File: src/verilog/tx_output_consts.vh
// Constants for the transmit output and status multiplexer block.
// Function
// - Six-bit field sets amplifier output level
// - Power-enable low powers down output stage
// - Keyed mode ramps level in filtered steps
// - Sample clock is phase-detector rate over divider times index
// - Six-bit keyed-on level, 0x3f full swing
// - Device drives sample clock; host syncs data
// - Host changes on fall; device samples rise
// - Divider code: bypass, two, four, eight
// - Output divider sits inside feedback loop
// - Four-bit select routes signal to status pin
// - Codes 1010-1101 show supply threshold compares
// - Status select defaults to regulator ready
// - Lock after 3 or 5 good cycles
// - Status pin shows reference pulse or half
// - Phase-detector rate is reference divided
`ifndef TX_OUTPUT_CONSTS_VH
`define TX_OUTPUT_CONSTS_VH

// ****************************************************************
// Status pin selection codes.
// ****************************************************************
`define SEL_LOW 4'h0
`define SEL_REG_READY 4'h1
`define SEL_LOCK 4'h2
`define SEL_REF_PULSE 4'h3
`define SEL_REF_HALF 4'h4
`define SEL_HIGH 4'h5
`define SEL_SUP_325 4'ha
`define SEL_SUP_300 4'hb
`define SEL_SUP_275 4'hc
`define SEL_SUP_235 4'hd

// ****************************************************************
// Output divider codes and field widths.
// ****************************************************************
`define DIV_OFF 2'h0
`define DIV_2 2'h1
`define DIV_4 2'h2
`define DIV_8 2'h3
`define LOCK_CNT_LO 3'h3
`define LOCK_CNT_HI 3'h5
`define LEVEL_W 6
`define LEVEL_OFF 6'h00
`define FIFO_DEPTH 16

`endif

File: src/verilog/bit_fifo.v
// Synchronous FIFO with valid/ready on both sides.
`timescale 1ns/1ps
module bit_fifo
#(
    parameter WIDTH = 1,
    parameter DEPTH = 16,
    parameter AW = 4
)
(
    input wire clock_i,
    input wire rst_b_i,
    input wire [WIDTH-1:0] in_data_i,
    input wire in_valid_i,
    output wire in_ready_o,
    output wire [WIDTH-1:0] out_data_o,
    output wire out_valid_o,
    input wire out_ready_i
);
    // Storage array.
    reg [WIDTH-1:0] mem [0:DEPTH-1];
    // Read and write pointers, one extra bit to tell full from empty.
    reg [AW:0] wr_ptr;
    reg [AW:0] rd_ptr;
    wire full;
    wire empty;
    wire push;
    wire pop;

    assign empty = (wr_ptr == rd_ptr);
    assign full = (wr_ptr[AW] != rd_ptr[AW]) &&
                  (wr_ptr[AW-1:0] == rd_ptr[AW-1:0]);
    assign in_ready_o = ~full;
    assign out_valid_o = ~empty;
    assign out_data_o = mem[rd_ptr[AW-1:0]];
    assign push = in_valid_i && ~full;
    assign pop = out_ready_i && ~empty;

    // Write the array on an accepted push.
    always @(posedge clock_i)
    begin
        if (push)
        begin
            mem[wr_ptr[AW-1:0]] <= in_data_i;
        end
    end

    // Pointer advance.
    always @(posedge clock_i or negedge rst_b_i)
    begin
        if (!rst_b_i)
        begin
            wr_ptr <= {(AW+1){1'b0}};
            rd_ptr <= {(AW+1){1'b0}};
        end
        else
        begin
            if (push)
            begin
                wr_ptr <= wr_ptr + 1'b1;
            end
            if (pop)
            begin
                rd_ptr <= rd_ptr + 1'b1;
            end
        end
    end
endmodule // bit_fifo

File: src/verilog/tx_output_and_status_mux.v
// Amplifier level control, keyed ramping, sample clock and status pin.
`timescale 1ns/1ps
`include "tx_output_consts.vh"
module tx_output_and_status_mux
#(
    parameter REF_DIV_W = 8,
    parameter DIVF_W = 7
)
(
    input wire clock_i,
    input wire rst_b_i,
    input wire [REF_DIV_W-1:0] ref_div_i,
    input wire [5:0] pa_level_field_i,
    input wire pa_power_enable_i,
    input wire keyed_mode_i,
    input wire [5:0] keyed_on_level_i,
    input wire [DIVF_W-1:0] divider_factor_i,
    input wire [1:0] index_sel_i,
    input wire out_div_sel_hi_i,
    input wire out_div_sel_lo_i,
    input wire vco_i,
    input wire [3:0] status_select_field_i,
    input wire status_select_load_i,
    input wire regulator_ready_i,
    input wire phase_good_i,
    input wire lock_precision_bit_i,
    input wire [3:0] digital_supply_above_i,
    input wire tx_bit_in_i,
    output reg [5:0] pa_level_o,
    output reg pa_enable_o,
    output reg tx_sample_clock_o,
    output reg divided_out_o,
    output reg status_pin_o,
    output reg lock_detect_o,
    output reg bit_overflow_o
);
    // ****************************************************************
    // Input synchronisers for pin inputs.
    // ****************************************************************
    // Three-stage chains; a change counts when stages two and three agree.
    reg [2:0] tx_sync;
    reg [2:0] vco_sync;
    reg [2:0] phase_sync;
    reg [2:0] reg_sync;
    // Filtered copies of the synchronised levels.
    reg tx_clean;
    reg vco_clean;
    reg phase_clean;
    reg reg_clean;

    // Shift the chains and update the clean level on agreement.
    always @(posedge clock_i or negedge rst_b_i)
    begin
        if (!rst_b_i)
        begin
            tx_sync <= 3'h0;
            vco_sync <= 3'h0;
            phase_sync <= 3'h0;
            reg_sync <= 3'h0;
            tx_clean <= 1'b0;
            vco_clean <= 1'b0;
            phase_clean <= 1'b0;
            reg_clean <= 1'b0;
        end
        else
        begin
            tx_sync <= {tx_sync[1:0], tx_bit_in_i};
            vco_sync <= {vco_sync[1:0], vco_i};
            phase_sync <= {phase_sync[1:0], phase_good_i};
            reg_sync <= {reg_sync[1:0], regulator_ready_i};
            if (tx_sync[1] == tx_sync[2])
            begin
                tx_clean <= tx_sync[2];
            end
            if (vco_sync[1] == vco_sync[2])
            begin
                vco_clean <= vco_sync[2];
            end
            if (phase_sync[1] == phase_sync[2])
            begin
                phase_clean <= phase_sync[2];
            end
            if (reg_sync[1] == reg_sync[2])
            begin
                reg_clean <= reg_sync[2];
            end
        end
    end

    // ****************************************************************
    // Reference divider producing the phase-detector enable.
    // ****************************************************************
    // A zero divide setting passes the reference straight through.
    reg [REF_DIV_W-1:0] ref_cnt;
    reg pfd_tick;
    reg pfd_half;

    // Count down and pulse one cycle per phase-detector period.
    always @(posedge clock_i or negedge rst_b_i)
    begin
        if (!rst_b_i)
        begin
            ref_cnt <= {REF_DIV_W{1'b0}};
            pfd_tick <= 1'b0;
            pfd_half <= 1'b0;
        end
        else if (ref_cnt == {REF_DIV_W{1'b0}})
        begin
            ref_cnt <= ref_div_i;
            pfd_tick <= 1'b1;
            pfd_half <= ~pfd_half;
        end
        else
        begin
            ref_cnt <= ref_cnt - 1'b1;
            pfd_tick <= 1'b0;
        end
    end

    // ****************************************************************
    // Sample clock: phase-detector rate over divider times index.
    // ****************************************************************
    // Index count per code: 16, 32, 64, 128 steps per transition.
    wire [7:0] index_steps;
    assign index_steps = 8'h10 << index_sel_i;
    reg [DIVF_W-1:0] divf_cnt;
    reg [7:0] step_cnt;
    reg step_tick;
    wire divf_done;
    // A zero divider factor behaves as a factor of one.
    assign divf_done = (divider_factor_i == {DIVF_W{1'b0}}) ||
                       (divf_cnt >= divider_factor_i - 1'b1);

    // Divider factor prescaler makes the per-step tick.
    always @(posedge clock_i or negedge rst_b_i)
    begin
        if (!rst_b_i)
        begin
            divf_cnt <= {DIVF_W{1'b0}};
            step_cnt <= 8'h00;
            step_tick <= 1'b0;
            tx_sample_clock_o <= 1'b0;
        end
        else if (!keyed_mode_i)
        begin
            divf_cnt <= {DIVF_W{1'b0}};
            step_cnt <= 8'h00;
            step_tick <= 1'b0;
            tx_sample_clock_o <= 1'b0;
        end
        else if (pfd_tick)
        begin
            step_tick <= divf_done;
            divf_cnt <= divf_done ? {DIVF_W{1'b0}} :
                divf_cnt + 1'b1;
            if (divf_done)
            begin
                // Step counter spans one symbol; clock high in 2nd half.
                step_cnt <= (step_cnt >= index_steps - 8'h01) ? 8'h00 :
                    step_cnt + 8'h01;
                tx_sample_clock_o <= (step_cnt >= (index_steps >> 1) - 8'h01)
                    && (step_cnt != index_steps - 8'h01);
            end
        end
        else
        begin
            step_tick <= 1'b0;
        end
    end

    // Rising edge of the driven sample clock marks mid-bit.
    reg sample_clk_d;
    wire sample_rise;
    assign sample_rise = tx_sample_clock_o && !sample_clk_d;

    // ****************************************************************
    // Sampled data buffer.
    // ****************************************************************
    wire fifo_in_ready;
    wire fifo_out_data;
    wire fifo_out_valid;
    reg symbol_start;

    bit_fifo #(
        .WIDTH(1),
        .DEPTH(`FIFO_DEPTH),
        .AW(4)
    ) u_fifo (
        .clock_i(clock_i),
        .rst_b_i(rst_b_i),
        .in_data_i(tx_clean),
        .in_valid_i(sample_rise),
        .in_ready_o(fifo_in_ready),
        .out_data_o(fifo_out_data),
        .out_valid_o(fifo_out_valid),
        .out_ready_i(symbol_start)
    );

    // Edge tracking, symbol pacing and overflow flag.
    always @(posedge clock_i or negedge rst_b_i)
    begin
        if (!rst_b_i)
        begin
            sample_clk_d <= 1'b0;
            symbol_start <= 1'b0;
            bit_overflow_o <= 1'b0;
        end
        else
        begin
            sample_clk_d <= tx_sample_clock_o;
            // The ramp pulls one bit per symbol boundary.
            symbol_start <= step_tick && (step_cnt == 8'h00);
            if (sample_rise && !fifo_in_ready)
            begin
                bit_overflow_o <= 1'b1;
            end
            else if (!keyed_mode_i)
            begin
                bit_overflow_o <= 1'b0;
            end
        end
    end

    // ****************************************************************
    // Gaussian ramp of the amplifier level.
    // ****************************************************************
    // Current bit, ramp position (0..255 scaled) and target.
    reg cur_bit;
    reg [7:0] ramp_pos;
    wire [7:0] ramp_inc;
    // Step size makes a full ramp in one symbol of index_steps steps.
    assign ramp_inc = 8'h80 >> (3'h3 + {1'b0, index_sel_i});
    // Smoothstep shaping approximates the filtered edge.
    wire [15:0] pos_sq;
    wire [23:0] shaped_full;
    wire [7:0] shaped;
    assign pos_sq = ramp_pos * ramp_pos;
    assign shaped_full = pos_sq * (16'h0300 - {7'h00, ramp_pos, 1'b0});
    assign shaped = shaped_full[23:16];
    wire [13:0] lvl_prod;
    assign lvl_prod = shaped * keyed_on_level_i;

    always @(posedge clock_i or negedge rst_b_i)
    begin
        if (!rst_b_i)
        begin
            cur_bit <= 1'b0;
            ramp_pos <= 8'h00;
        end
        else if (!keyed_mode_i)
        begin
            cur_bit <= 1'b0;
            ramp_pos <= 8'h00;
        end
        else
        begin
            if (symbol_start && fifo_out_valid)
            begin
                cur_bit <= fifo_out_data;
            end
            if (step_tick)
            begin
                // Move one discrete step toward the target level.
                if (cur_bit && ramp_pos <= 8'hff - ramp_inc)
                begin
                    ramp_pos <= ramp_pos + ramp_inc;
                end
                else if (cur_bit)
                begin
                    ramp_pos <= 8'hff;
                end
                else if (ramp_pos >= ramp_inc)
                begin
                    ramp_pos <= ramp_pos - ramp_inc;
                end
                else
                begin
                    ramp_pos <= 8'h00;
                end
            end
        end
    end

    // Amplifier outputs.
    always @(posedge clock_i or negedge rst_b_i)
    begin
        if (!rst_b_i)
        begin
            pa_level_o <= `LEVEL_OFF;
            pa_enable_o <= 1'b0;
        end
        else
        begin
            pa_enable_o <= pa_power_enable_i;
            if (!pa_power_enable_i)
            begin
                pa_level_o <= `LEVEL_OFF;
            end
            else if (keyed_mode_i)
            begin
                pa_level_o <= lvl_prod[13:8];
            end
            else
            begin
                pa_level_o <= pa_level_field_i;
            end
        end
    end

    // ****************************************************************
    // Output divider inside the feedback path.
    // ****************************************************************
    // Feeds both the amplifier and the feedback divider, so N is unchanged.
    reg [2:0] od_cnt;
    reg vco_d;
    wire [1:0] od_sel;
    assign od_sel = {out_div_sel_hi_i, out_div_sel_lo_i};

    always @(posedge clock_i or negedge rst_b_i)
    begin
        if (!rst_b_i)
        begin
            od_cnt <= 3'h0;
            vco_d <= 1'b0;
            divided_out_o <= 1'b0;
        end
        else
        begin
            vco_d <= vco_clean;
            if (vco_clean && !vco_d)
            begin
                od_cnt <= od_cnt + 3'h1;
            end
            case (od_sel)
                `DIV_OFF: divided_out_o <= vco_clean;
                `DIV_2: divided_out_o <= od_cnt[0];
                `DIV_4: divided_out_o <= od_cnt[1];
                `DIV_8: divided_out_o <= od_cnt[2];
                default: divided_out_o <= 1'b0;
            endcase
        end
    end

    // ****************************************************************
    // Digital lock detect.
    // ****************************************************************
    reg [2:0] good_cnt;
    wire [2:0] lock_need;
    assign lock_need = lock_precision_bit_i ? `LOCK_CNT_HI : `LOCK_CNT_LO;

    // Count consecutive good phase-detector cycles.
    always @(posedge clock_i or negedge rst_b_i)
    begin
        if (!rst_b_i)
        begin
            good_cnt <= 3'h0;
            lock_detect_o <= 1'b0;
        end
        else if (pfd_tick)
        begin
            if (!phase_clean)
            begin
                good_cnt <= 3'h0;
                lock_detect_o <= 1'b0;
            end
            else
            begin
                if (good_cnt < lock_need)
                begin
                    good_cnt <= good_cnt + 3'h1;
                end
                lock_detect_o <= (good_cnt + 3'h1 >= lock_need);
            end
        end
    end

    // ****************************************************************
    // Status pin multiplexer.
    // ****************************************************************
    reg [3:0] sel;

    always @(posedge clock_i or negedge rst_b_i)
    begin
        if (!rst_b_i)
        begin
            sel <= `SEL_REG_READY;
            status_pin_o <= 1'b0;
        end
        else
        begin
            if (status_select_load_i)
            begin
                sel <= status_select_field_i;
            end
            case (sel)
                `SEL_LOW: status_pin_o <= 1'b0;
                `SEL_REG_READY: status_pin_o <= reg_clean;
                `SEL_LOCK: status_pin_o <= lock_detect_o;
                `SEL_REF_PULSE: status_pin_o <= pfd_tick;
                `SEL_REF_HALF: status_pin_o <= pfd_half;
                `SEL_HIGH: status_pin_o <= 1'b1;
                `SEL_SUP_325: status_pin_o <= digital_supply_above_i[0];
                `SEL_SUP_300: status_pin_o <= digital_supply_above_i[1];
                `SEL_SUP_275: status_pin_o <= digital_supply_above_i[2];
                `SEL_SUP_235: status_pin_o <= digital_supply_above_i[3];
                default: status_pin_o <= 1'b0;
            endcase
        end
    end
endmodule // tx_output_and_status_mux

File: config.mk
export PLATFORM = sky130hd
export DESIGN_NAME = tx_output_and_status_mux
export DESIGN_NICKNAME = d
export VERILOG_FILES = /design/src/verilog/bit_fifo.v /design/src/verilog/tx_output_and_status_mux.v
export VERILOG_INCLUDE_DIRS = /design/src /design/src/verilog
export SDC_FILE = /design/constraint.sdc
export NUM_CORES = 1
export LEC_CHECK = 0
export ABC_AREA = 0
export BUFFER_PORTS_ARGS = -buffer_cell sky130_fd_sc_hd__buf_2
export CAP_MARGIN = 20
export CORE_ASPECT_RATIO = 1.5
export CORE_MARGIN = 8
export CORE_UTILIZATION = 35
export DETAILED_ROUTE_END_ITERATION = 12
export GPL_TIMING_DRIVEN = 0
export PLACE_DENSITY = 0.49
export SLEW_MARGIN = 20
export SYNTH_ARGS = -nofsm -noshare
export SYNTH_HDL_FRONTEND = slang
export SYNTH_HIERARCHICAL = 1
export SYNTH_SLANG_ARGS = --single-unit
File: constraint.sdc
create_clock -name clock_i -period 29.5 [get_ports clock_i]
set_input_delay 5.9 -clock clock_i [delete_from_list [all_inputs] [get_ports clock_i]]
set_output_delay 5.9 -clock clock_i [all_outputs]
set_load 0.02 [all_outputs]
==> qor_table.md, run 1 <==
| Parameter | This run |
| --- | --- |
| Worst path buffer plus inverter count | 10 |
| Number of buffers created by CTS | 9 |
| Most repeated cell in the gate-level netlist after synthesis | inv_1 |
| # IOs | 61 |
| Minimum clock period | 14.29 ns |
| H-Tree Level Count | 3 |
| HP Start | phase_sync[0] |
| PD cells | 21.79 nW/um^2 |
| Routed wire length per instance | 15.65 um |
| Starting utilization of the core area | 35.25% |
| Pins Over Slew Limit | 0 |
| Category of the worst setup path capture point | register |
| Timing startpoint of the critical path | ramp_pos[0] |
| Transition time of the tightest slew-check pin | 0.9355 ns |
| Number of distinct library cells after synthesis | 83 |
| WHS | 0.3487 ns |
| Longest individual stage delay on the worst path | 0.66 ns |
| Number of nets in the finished design | 1803 |
| Mapped Avg Cell Area | 9.264 um^2 |
| Cell mode on critical path | fa_1 |
| R2r setup slk | 15.21 ns |
| Placed standard-cell area | 13800 um^2 |
| Share of final-layout standard cells stronger than drive strength 1 | 8.123% |
| Detailed-routing iteration count for the pre-antenna-repair pass | 4 |
| Power, Total | 0.3070 mW |
| Overall overflow remaining after global route | 0 |
| Kind of path behind the tightest hold check | reg2reg |
| Total number of vias | 9637 |
| Critical path data arrival time | 14.53 ns |
| Peak fanout along the critical path | 10 |
| Total routing resource utilization after global routing | 14.62% |
| Via count of the first global-routing pass | 10710 |
| Initial drt markers | 297 |
| Cell family contributing the most delay on the critical path | adder cells |
| Sum of net half-perimeters after detailed placement | 25250 um |
| Post-CTS repair timing setup buffer count | 0 |
| Synthesis Warnings | 6 |
| Cts hold-fix bufs | 0 |
| Post-synth top area cell | fa_1 |
| Final core occ | 38.62% |
| Final weighted congestion of routability-driven global placement | 0.8066 |
| Number of synthesized flops with an enable pin | 16 |
| First-pass GRT wire length | 52460 um |
| Most used standard cells in the synthesized netlist | inv_1, ha_1, fa_1 |
| Drt drc | 0 |
| Top post-synthesis cells by area | fa_1, dfrtp_1, ha_1 |
| Vert. Die Dim | 250.8 um |
| Hold path cells | 0 |
| Max stage delay cell, worst path | xnor2_1 |
| Worst setup skew after layout | 0.006625 ns |
| Core Footprint | 36480 um^2 |
| Layout filler cell count | 3729 |
| Share of synthesized flip-flops with an asynchronous set or reset | 84.31% |
| Worst Reg2Reg Path Length in Cells | 49 |
| Area grow syn2layout | 9.565% |
| Relative slew margins | 37.19% |
| Remaining antenna violation count after routing | 0 |
| Worst reg2reg startpoint | ramp_pos[0] |
| Die Footprint | 43250 um^2 |
| Max Freq | 0.06999 GHz |
| Post-synth top flop | dfrtp_1 |
| Data required time at the worst endpoint | 29.75 ns |
| Worst vdd ir | 0.04862 mV |
| Number of instances resized during post-cts repair | 0 |
| Critical Path Source Type | register |
| X dimension of the die | 172.5 um |
| Critical setup path kind | reg2reg |
| Final Setup Violations | 0 |
| Count of input and output buffers | 59 |
| Vias per inst | 4.945 |
| Cell row count | 86 |
| CP Depth | 49 |
| Clock sink total | 102 |
| Sequential cell area fraction in the yosys report | 20.48% |
| Cell chosen for the clock root | clkbuf_16 |
| Count of final hold-check violations | 0 |
| Clock-pin transition on the worst setup and hold timing paths | 0.07 ns |
| Number of max-capacitance violations reported | 0 |
| Largest net degree at the start of global routing | 57 |
| Number of instances in the synthesized netlist | 1388 |
| TritonCTS clock tree | built |
| Outcome | complete, no violations |
| Antenna violations before repair | 0 |
| Sum of negative setup slack | 0 ns |
| Setup repair after global routing missed its margin | false |
| Leakage power of the design | 7.046 nW |
| Clock Path Buffers | 2 |
| Final non-filler cell area | 14090 um^2 |
| Post-synth top area share | 21.17% |
| FF+latch count, synth | 102 |
| Final wirelength | 30510 um |
| Crit share post-route | 48.43% |
| Antenna diode count | 0 |
| Post-synth design cell area | 12860 um^2 |
| Clk_lat worst skew | 0.36 ns |
==> sequential cells by signal, indices dropped and copies added, names as in the netlist, 3 cells and up <==
register and count:
u_fifo/rd_ptr 5, sel 4, step_cnt 8, good_cnt 3, od_cnt 3, ramp_pos 8
reg_sync 3, u_fifo/mem 16, phase_sync 3, u_fifo/wr_ptr 5, pa_level_o 6, divf_cnt 7
tx_sync 3, vco_sync 3, ref_cnt 8
==> cell type report <==
class                           instances  area, um^2  area share (%)
Inverter                              221       829.5           5.888
Tap cell                              484       605.6           4.298
Clock buffer                           10       229.0           1.625
Timing Repair Buffer                   60       329.1           2.336
Clock inverter                          6       61.31          0.4352
Buffer                                 37       180.2           1.279
Multi-Input combinational cell       1029        9220           65.44
Sequential cell                       102        2634           18.69
==> power breakdown <==
group          internal [mW]  switching, mW
combinational         0.0144         0.0183
clock                 0.0656         0.0540
sequential             0.150        0.00524
total                  0.229         0.0775
==> cells in the final DEF (no fill, tap or decap), types with 5 or more instances in the layout <==
| cell | instances |
|---|---|
| inv_1 | 217 |
| ha_1 | 158 |
| fa_1 | 136 |
| nand2_1 | 129 |
| nor2_1 | 96 |
| dfrtp_1 | 85 |
| buf_2 | 60 |
| and2_1 | 57 |
| xnor2_1 | 51 |
| o21ai_0 | 38 |
| a21oi_1 | 36 |
| nor3_1 | 34 |
| clkbuf_1 | 32 |
| nand3_1 | 29 |
| nor2b_1 | 21 |
| a21o_1 | 20 |
| nand2b_1 | 16 |
| xor2_1 | 16 |
| edfxtp_1 | 16 |
| and3_1 | 14 |
| o211ai_1 | 12 |
| nand4_1 | 10 |
| mux2_2 | 10 |
| a31oi_1 | 9 |
| mux2i_1 | 9 |
| clkbuf_16 | 9 |
| nor4_1 | 7 |
| o21a_1 | 6 |
| nand4b_1 | 5 |
| a211o_1 | 5 |
| nand3b_1 | 5 |
| nor3b_1 | 5 |
| o31ai_1 | 5 |
| o22ai_1 | 5 |
==> kinds of logic (layout without fill, tap and decap cells) <==
| family | Yosys count | count (layout) | share of synthesized area (%) |
|---|---|---|---|
| and+or+nand+nor | 449 | 449 | 17.53 |
| adders and majority gates | 298 | 298 | 36.86 |
| buffers and inverters | 258 | 334 | 7.852 |
| AOI/OAI and AO/OA | 184 | 184 | 9.653 |
| DFF | 102 | 102 | 20.48 |
| xor gates and xnor gates | 72 | 72 | 5.284 |
| muxes | 24 | 24 | 2.306 |
| other | 1 | 2 | 0.02916 |
==> worst paths after layout <==
kind | end
min in group asynchronous | reg_sync[0]
max in group asynchronous | sel[0]
worst max-delay path | pa_level_o[4]
worst min-delay path | phase_sync[1]
worst min register to register | phase_sync[1]
worst max register to register | pa_level_o[4]
==> per-stage QoR <==
stage | cells | setup slack [ns]
after CTS | 1949 | 15.13
after global routing | 1949 | 14.20
after detailed placement | 1933 | 15.15
final | 1949 | 15.21
after global placement | 1932 | 15.17
after floorplan | 1389 | 16.96
==> routing by layer <==
metal | part of all wire, % | track usage [%]
met5 | 0 | 0
met4 | 3.0 | 5.059
met3 | 1.7 | 1.382
met2 | 55 | 29.18
met1 | 40 | 15.58
Note: power is estimated with default switching activity, not from simulation.
==> run 2, diff against run 1 <==
==> constraint.sdc (replaced) <==
create_clock -name clock_i -period 13.69 [get_ports clock_i]
set_input_delay 2.738 -clock clock_i [delete_from_list [all_inputs] [get_ports clock_i]]
set_output_delay 2.738 -clock clock_i [all_outputs]
set_load 0.02 [all_outputs]
==> run 2 against run 1 <==
  * Count of clock-buffer cells in the layout unchanged
  * Combinational power up 120%
  * Clock skew up 0.00053 ns
  * Global-route usage about the same
  * Critical path type unchanged
  * Largest power group unchanged
==> qor_table.md, run 2 (synthesis gave the netlist of run 1 again) <==
| Parameter | This run | Delta |
| --- | --- | --- |
| Leakage power of the design | 7.105 nW | was 7.046 nW |
| TritonCTS clock tree | built | unchanged |
| Total routing resource utilization after global routing | 14.60% | was 14.62% |
| Cts hold-fix bufs | 0 | unchanged |
| Outcome | complete, no violations | unchanged |
| Critical setup path kind | reg2reg | unchanged |
| Sum of negative setup slack | 0 ns | unchanged |
| Vert. Die Dim | 250.8 um | unchanged |
| Critical Path Source Type | register | unchanged |
| Antenna violations before repair | 0 | unchanged |
| Die Footprint | 43250 um^2 | unchanged |
| Cell chosen for the clock root | clkbuf_16 | unchanged |
| Count of final hold-check violations | 0 | unchanged |
| Sum of net half-perimeters after detailed placement | 25250 um | unchanged |
| Kind of path behind the tightest hold check | reg2reg | unchanged |
| Largest net degree at the start of global routing | 57 | unchanged |
| Critical path data arrival time | 13.25 ns | was 14.53 ns |
| Post-CTS repair timing setup buffer count | 0 | unchanged |
| Detailed-routing iteration count for the pre-antenna-repair pass | 4 | unchanged |
| Layout filler cell count | 3722 | was 3729 |
| Clock sink total | 102 | unchanged |
| Worst setup skew after layout | 0.007151 ns | was 0.006625 ns |
| Minimum clock period | 13.00 ns | was 14.29 ns |
| Final weighted congestion of routability-driven global placement | 0.8066 | unchanged |
| # IOs | 61 | unchanged |
| Category of the worst setup path capture point | register | unchanged |
| Total number of vias | 9631 | was 9637 |
| Max FFs per register | 16 | unchanged |
| Placed standard-cell area | 13800 um^2 | unchanged |
| Commonest cells after routing, fill and taps aside | inv_1, ha_1, fa_1, nand2_1, nor2_1 | unchanged |
| Final Setup Violations | 0 | unchanged |
| H-Tree Level Count | 3 | unchanged |
| Number of nets in the finished design | 1800 | was 1803 |
| Number of max-capacitance violations reported | 0 | unchanged |
| Vias per inst | 4.949 | was 4.945 |
| PD cells | 46.47 nW/um^2 | was 21.79 nW/um^2 |
| X dimension of the die | 172.5 um | unchanged |
| First-pass GRT wire length | 52420 um | was 52460 um |
| Routed wire length per instance | 15.67 um | was 15.65 um |
| Clk_lat worst skew | 0.36 ns | about the same |
| Core Footprint | 36480 um^2 | unchanged |
| Area grow syn2layout | 10.71% | was 9.565% |
| Cell row count | 86 | unchanged |
| Crit share post-route | 94.97% | was 48.43% |
| Transition time of the tightest slew-check pin | 1.025 ns | was 0.9355 ns |
| Longest individual stage delay on the worst path | 0.54 ns | was 0.66 ns |
| Leading cell type in the layout, fill and taps excluded | inv_1 | unchanged |
| Remaining antenna violation count after routing | 0 | unchanged |
| Data required time at the worst endpoint | 13.94 ns | was 29.75 ns |
| Cell mode on critical path | fa_1 | unchanged |
| Drt drc | 0 | unchanged |
| Max Freq | 0.07692 GHz | was 0.06999 GHz |
| Via count of the first global-routing pass | 10720 | was 10710 |
| Count of input and output buffers | 59 | unchanged |
| Clock Path Buffers | 2 | unchanged |
| Starting utilization of the core area | 35.25% | unchanged |
| Number of buffers created by CTS | 9 | unchanged |
| Final non-filler cell area | 14240 um^2 | was 14090 um^2 |
| Initial drt markers | 267 | was 297 |
| Worst vdd ir | 0.1048 mV | was 0.04862 mV |
| Pins Over Slew Limit | 0 | unchanged |
| Final wirelength | 30490 um | was 30510 um |
| Peak fanout along the critical path | 10 | unchanged |
| Share of final-layout standard cells stronger than drive strength 1 | 10.19% | was 8.123% |
| Relative slew margins | 31.20% | was 37.19% |
| Overall overflow remaining after global route | 0 | unchanged |
| Max stage delay cell, worst path | fa_1 | was xnor2_1 |
| Clock-pin transition on the worst setup and hold timing paths | 0.07 ns | about the same |
| Antenna diode count | 0 | unchanged |
-- run 2: cell count changes in the layout (fill, tap and decap cells not counted), sizes merged --
cell,before,now
clkbuf,41,35
buf,66,69
-- run 2: stage by stage --
step | total power [mW] | setup WS [ns] | hold WS [ns] | util [%] | std cells
6_report | 0.6615 | 0.6892 | 0.3487 | 39.03 | 1946
5_1_grt | 0.6923 | -0.01297 | 0.3615 | 39.03 | 1946
4_1_cts | 0.6737 | 0.01066 | 0.3520 | 38.67 | 1948
3_5_place_dp | 0.4118 | -0.6551 | 0.3362 | 37.83 | 1933
3_3_place_gp | 0.4087 | -0.6353 | 0.3321 | 37.73 | 1932
2_1_floorplan | 0.3789 | 1.147 | 0.3312 | - | 1389
-- run 2: worst paths after layout --
| path | start | endpoint | slack (ns) | cells after the start |
|---|---|---|---|---|
| setup reg to reg | ramp_pos[7] | pa_level_o[4] | 0.69 | 47 |
| max in group asynchronous | rst_b_i | sel[0] | 10.83 | 2 |
| hold / removal | phase_sync[0] | phase_sync[1] | 0.35 | 0 |
| hold reg to reg | phase_sync[0] | phase_sync[1] | 0.35 | 0 |
| min in group asynchronous | rst_b_i | reg_sync[0] | 2.26 | 1 |
| setup / recovery | ramp_pos[7] | pa_level_o[4] | 0.69 | 47 |
-- run 2: what timing repair did --
action                     in CTS  in global routing
resized for setup               7                 47
pin swaps                       0                  2
gates cloned                    0                  0
setup endpoints to repair       5                  6
-- run 2: metal layers --
layer  routed length [um]  vias to the layer above  global-route usage, %
met5                    0                        -                      0
met4                  855                        0                  4.959
met3                  554                       40                  1.337
met2                16950                      111                  29.27
met1                12130                     4771                  15.52
li1                     -                     4709                      -
-- run 2: report_power, final --
group	internal, mW	switching [mW]
sequential	0.322	0.0113
clock	0.141	0.116
combinational	0.0310	0.0394
-- run 2: layout make-up --
cell class,instances,area [um^2],area share [%]
plain buffers,34,197.7,1.389
clock buffers,10,229.0,1.608
clock inverters,6,61.31,0.4307
inverters,221,832.0,5.845
multi-input cells,1029,9340,65.61
flip-flops and latches,102,2641,18.55
well taps,484,605.6,4.254
repair buffers,60,329.1,2.311
-- run 2: critical path, delay by kind of cell, from the launching register on --
| kind | cells | cell delay [ns] |
|---|---|---|
| AOI/OAI and AO/OA | 16 | 3.51 |
| DFF | 1 | 0.42 |
| adders and majority gates | 15 | 6.85 |
| and+or+nand+nor | 6 | 0.98 |
| xor gates and xnor gates | 2 | 0.49 |
| buffers and inverters | 8 | 0.61 |
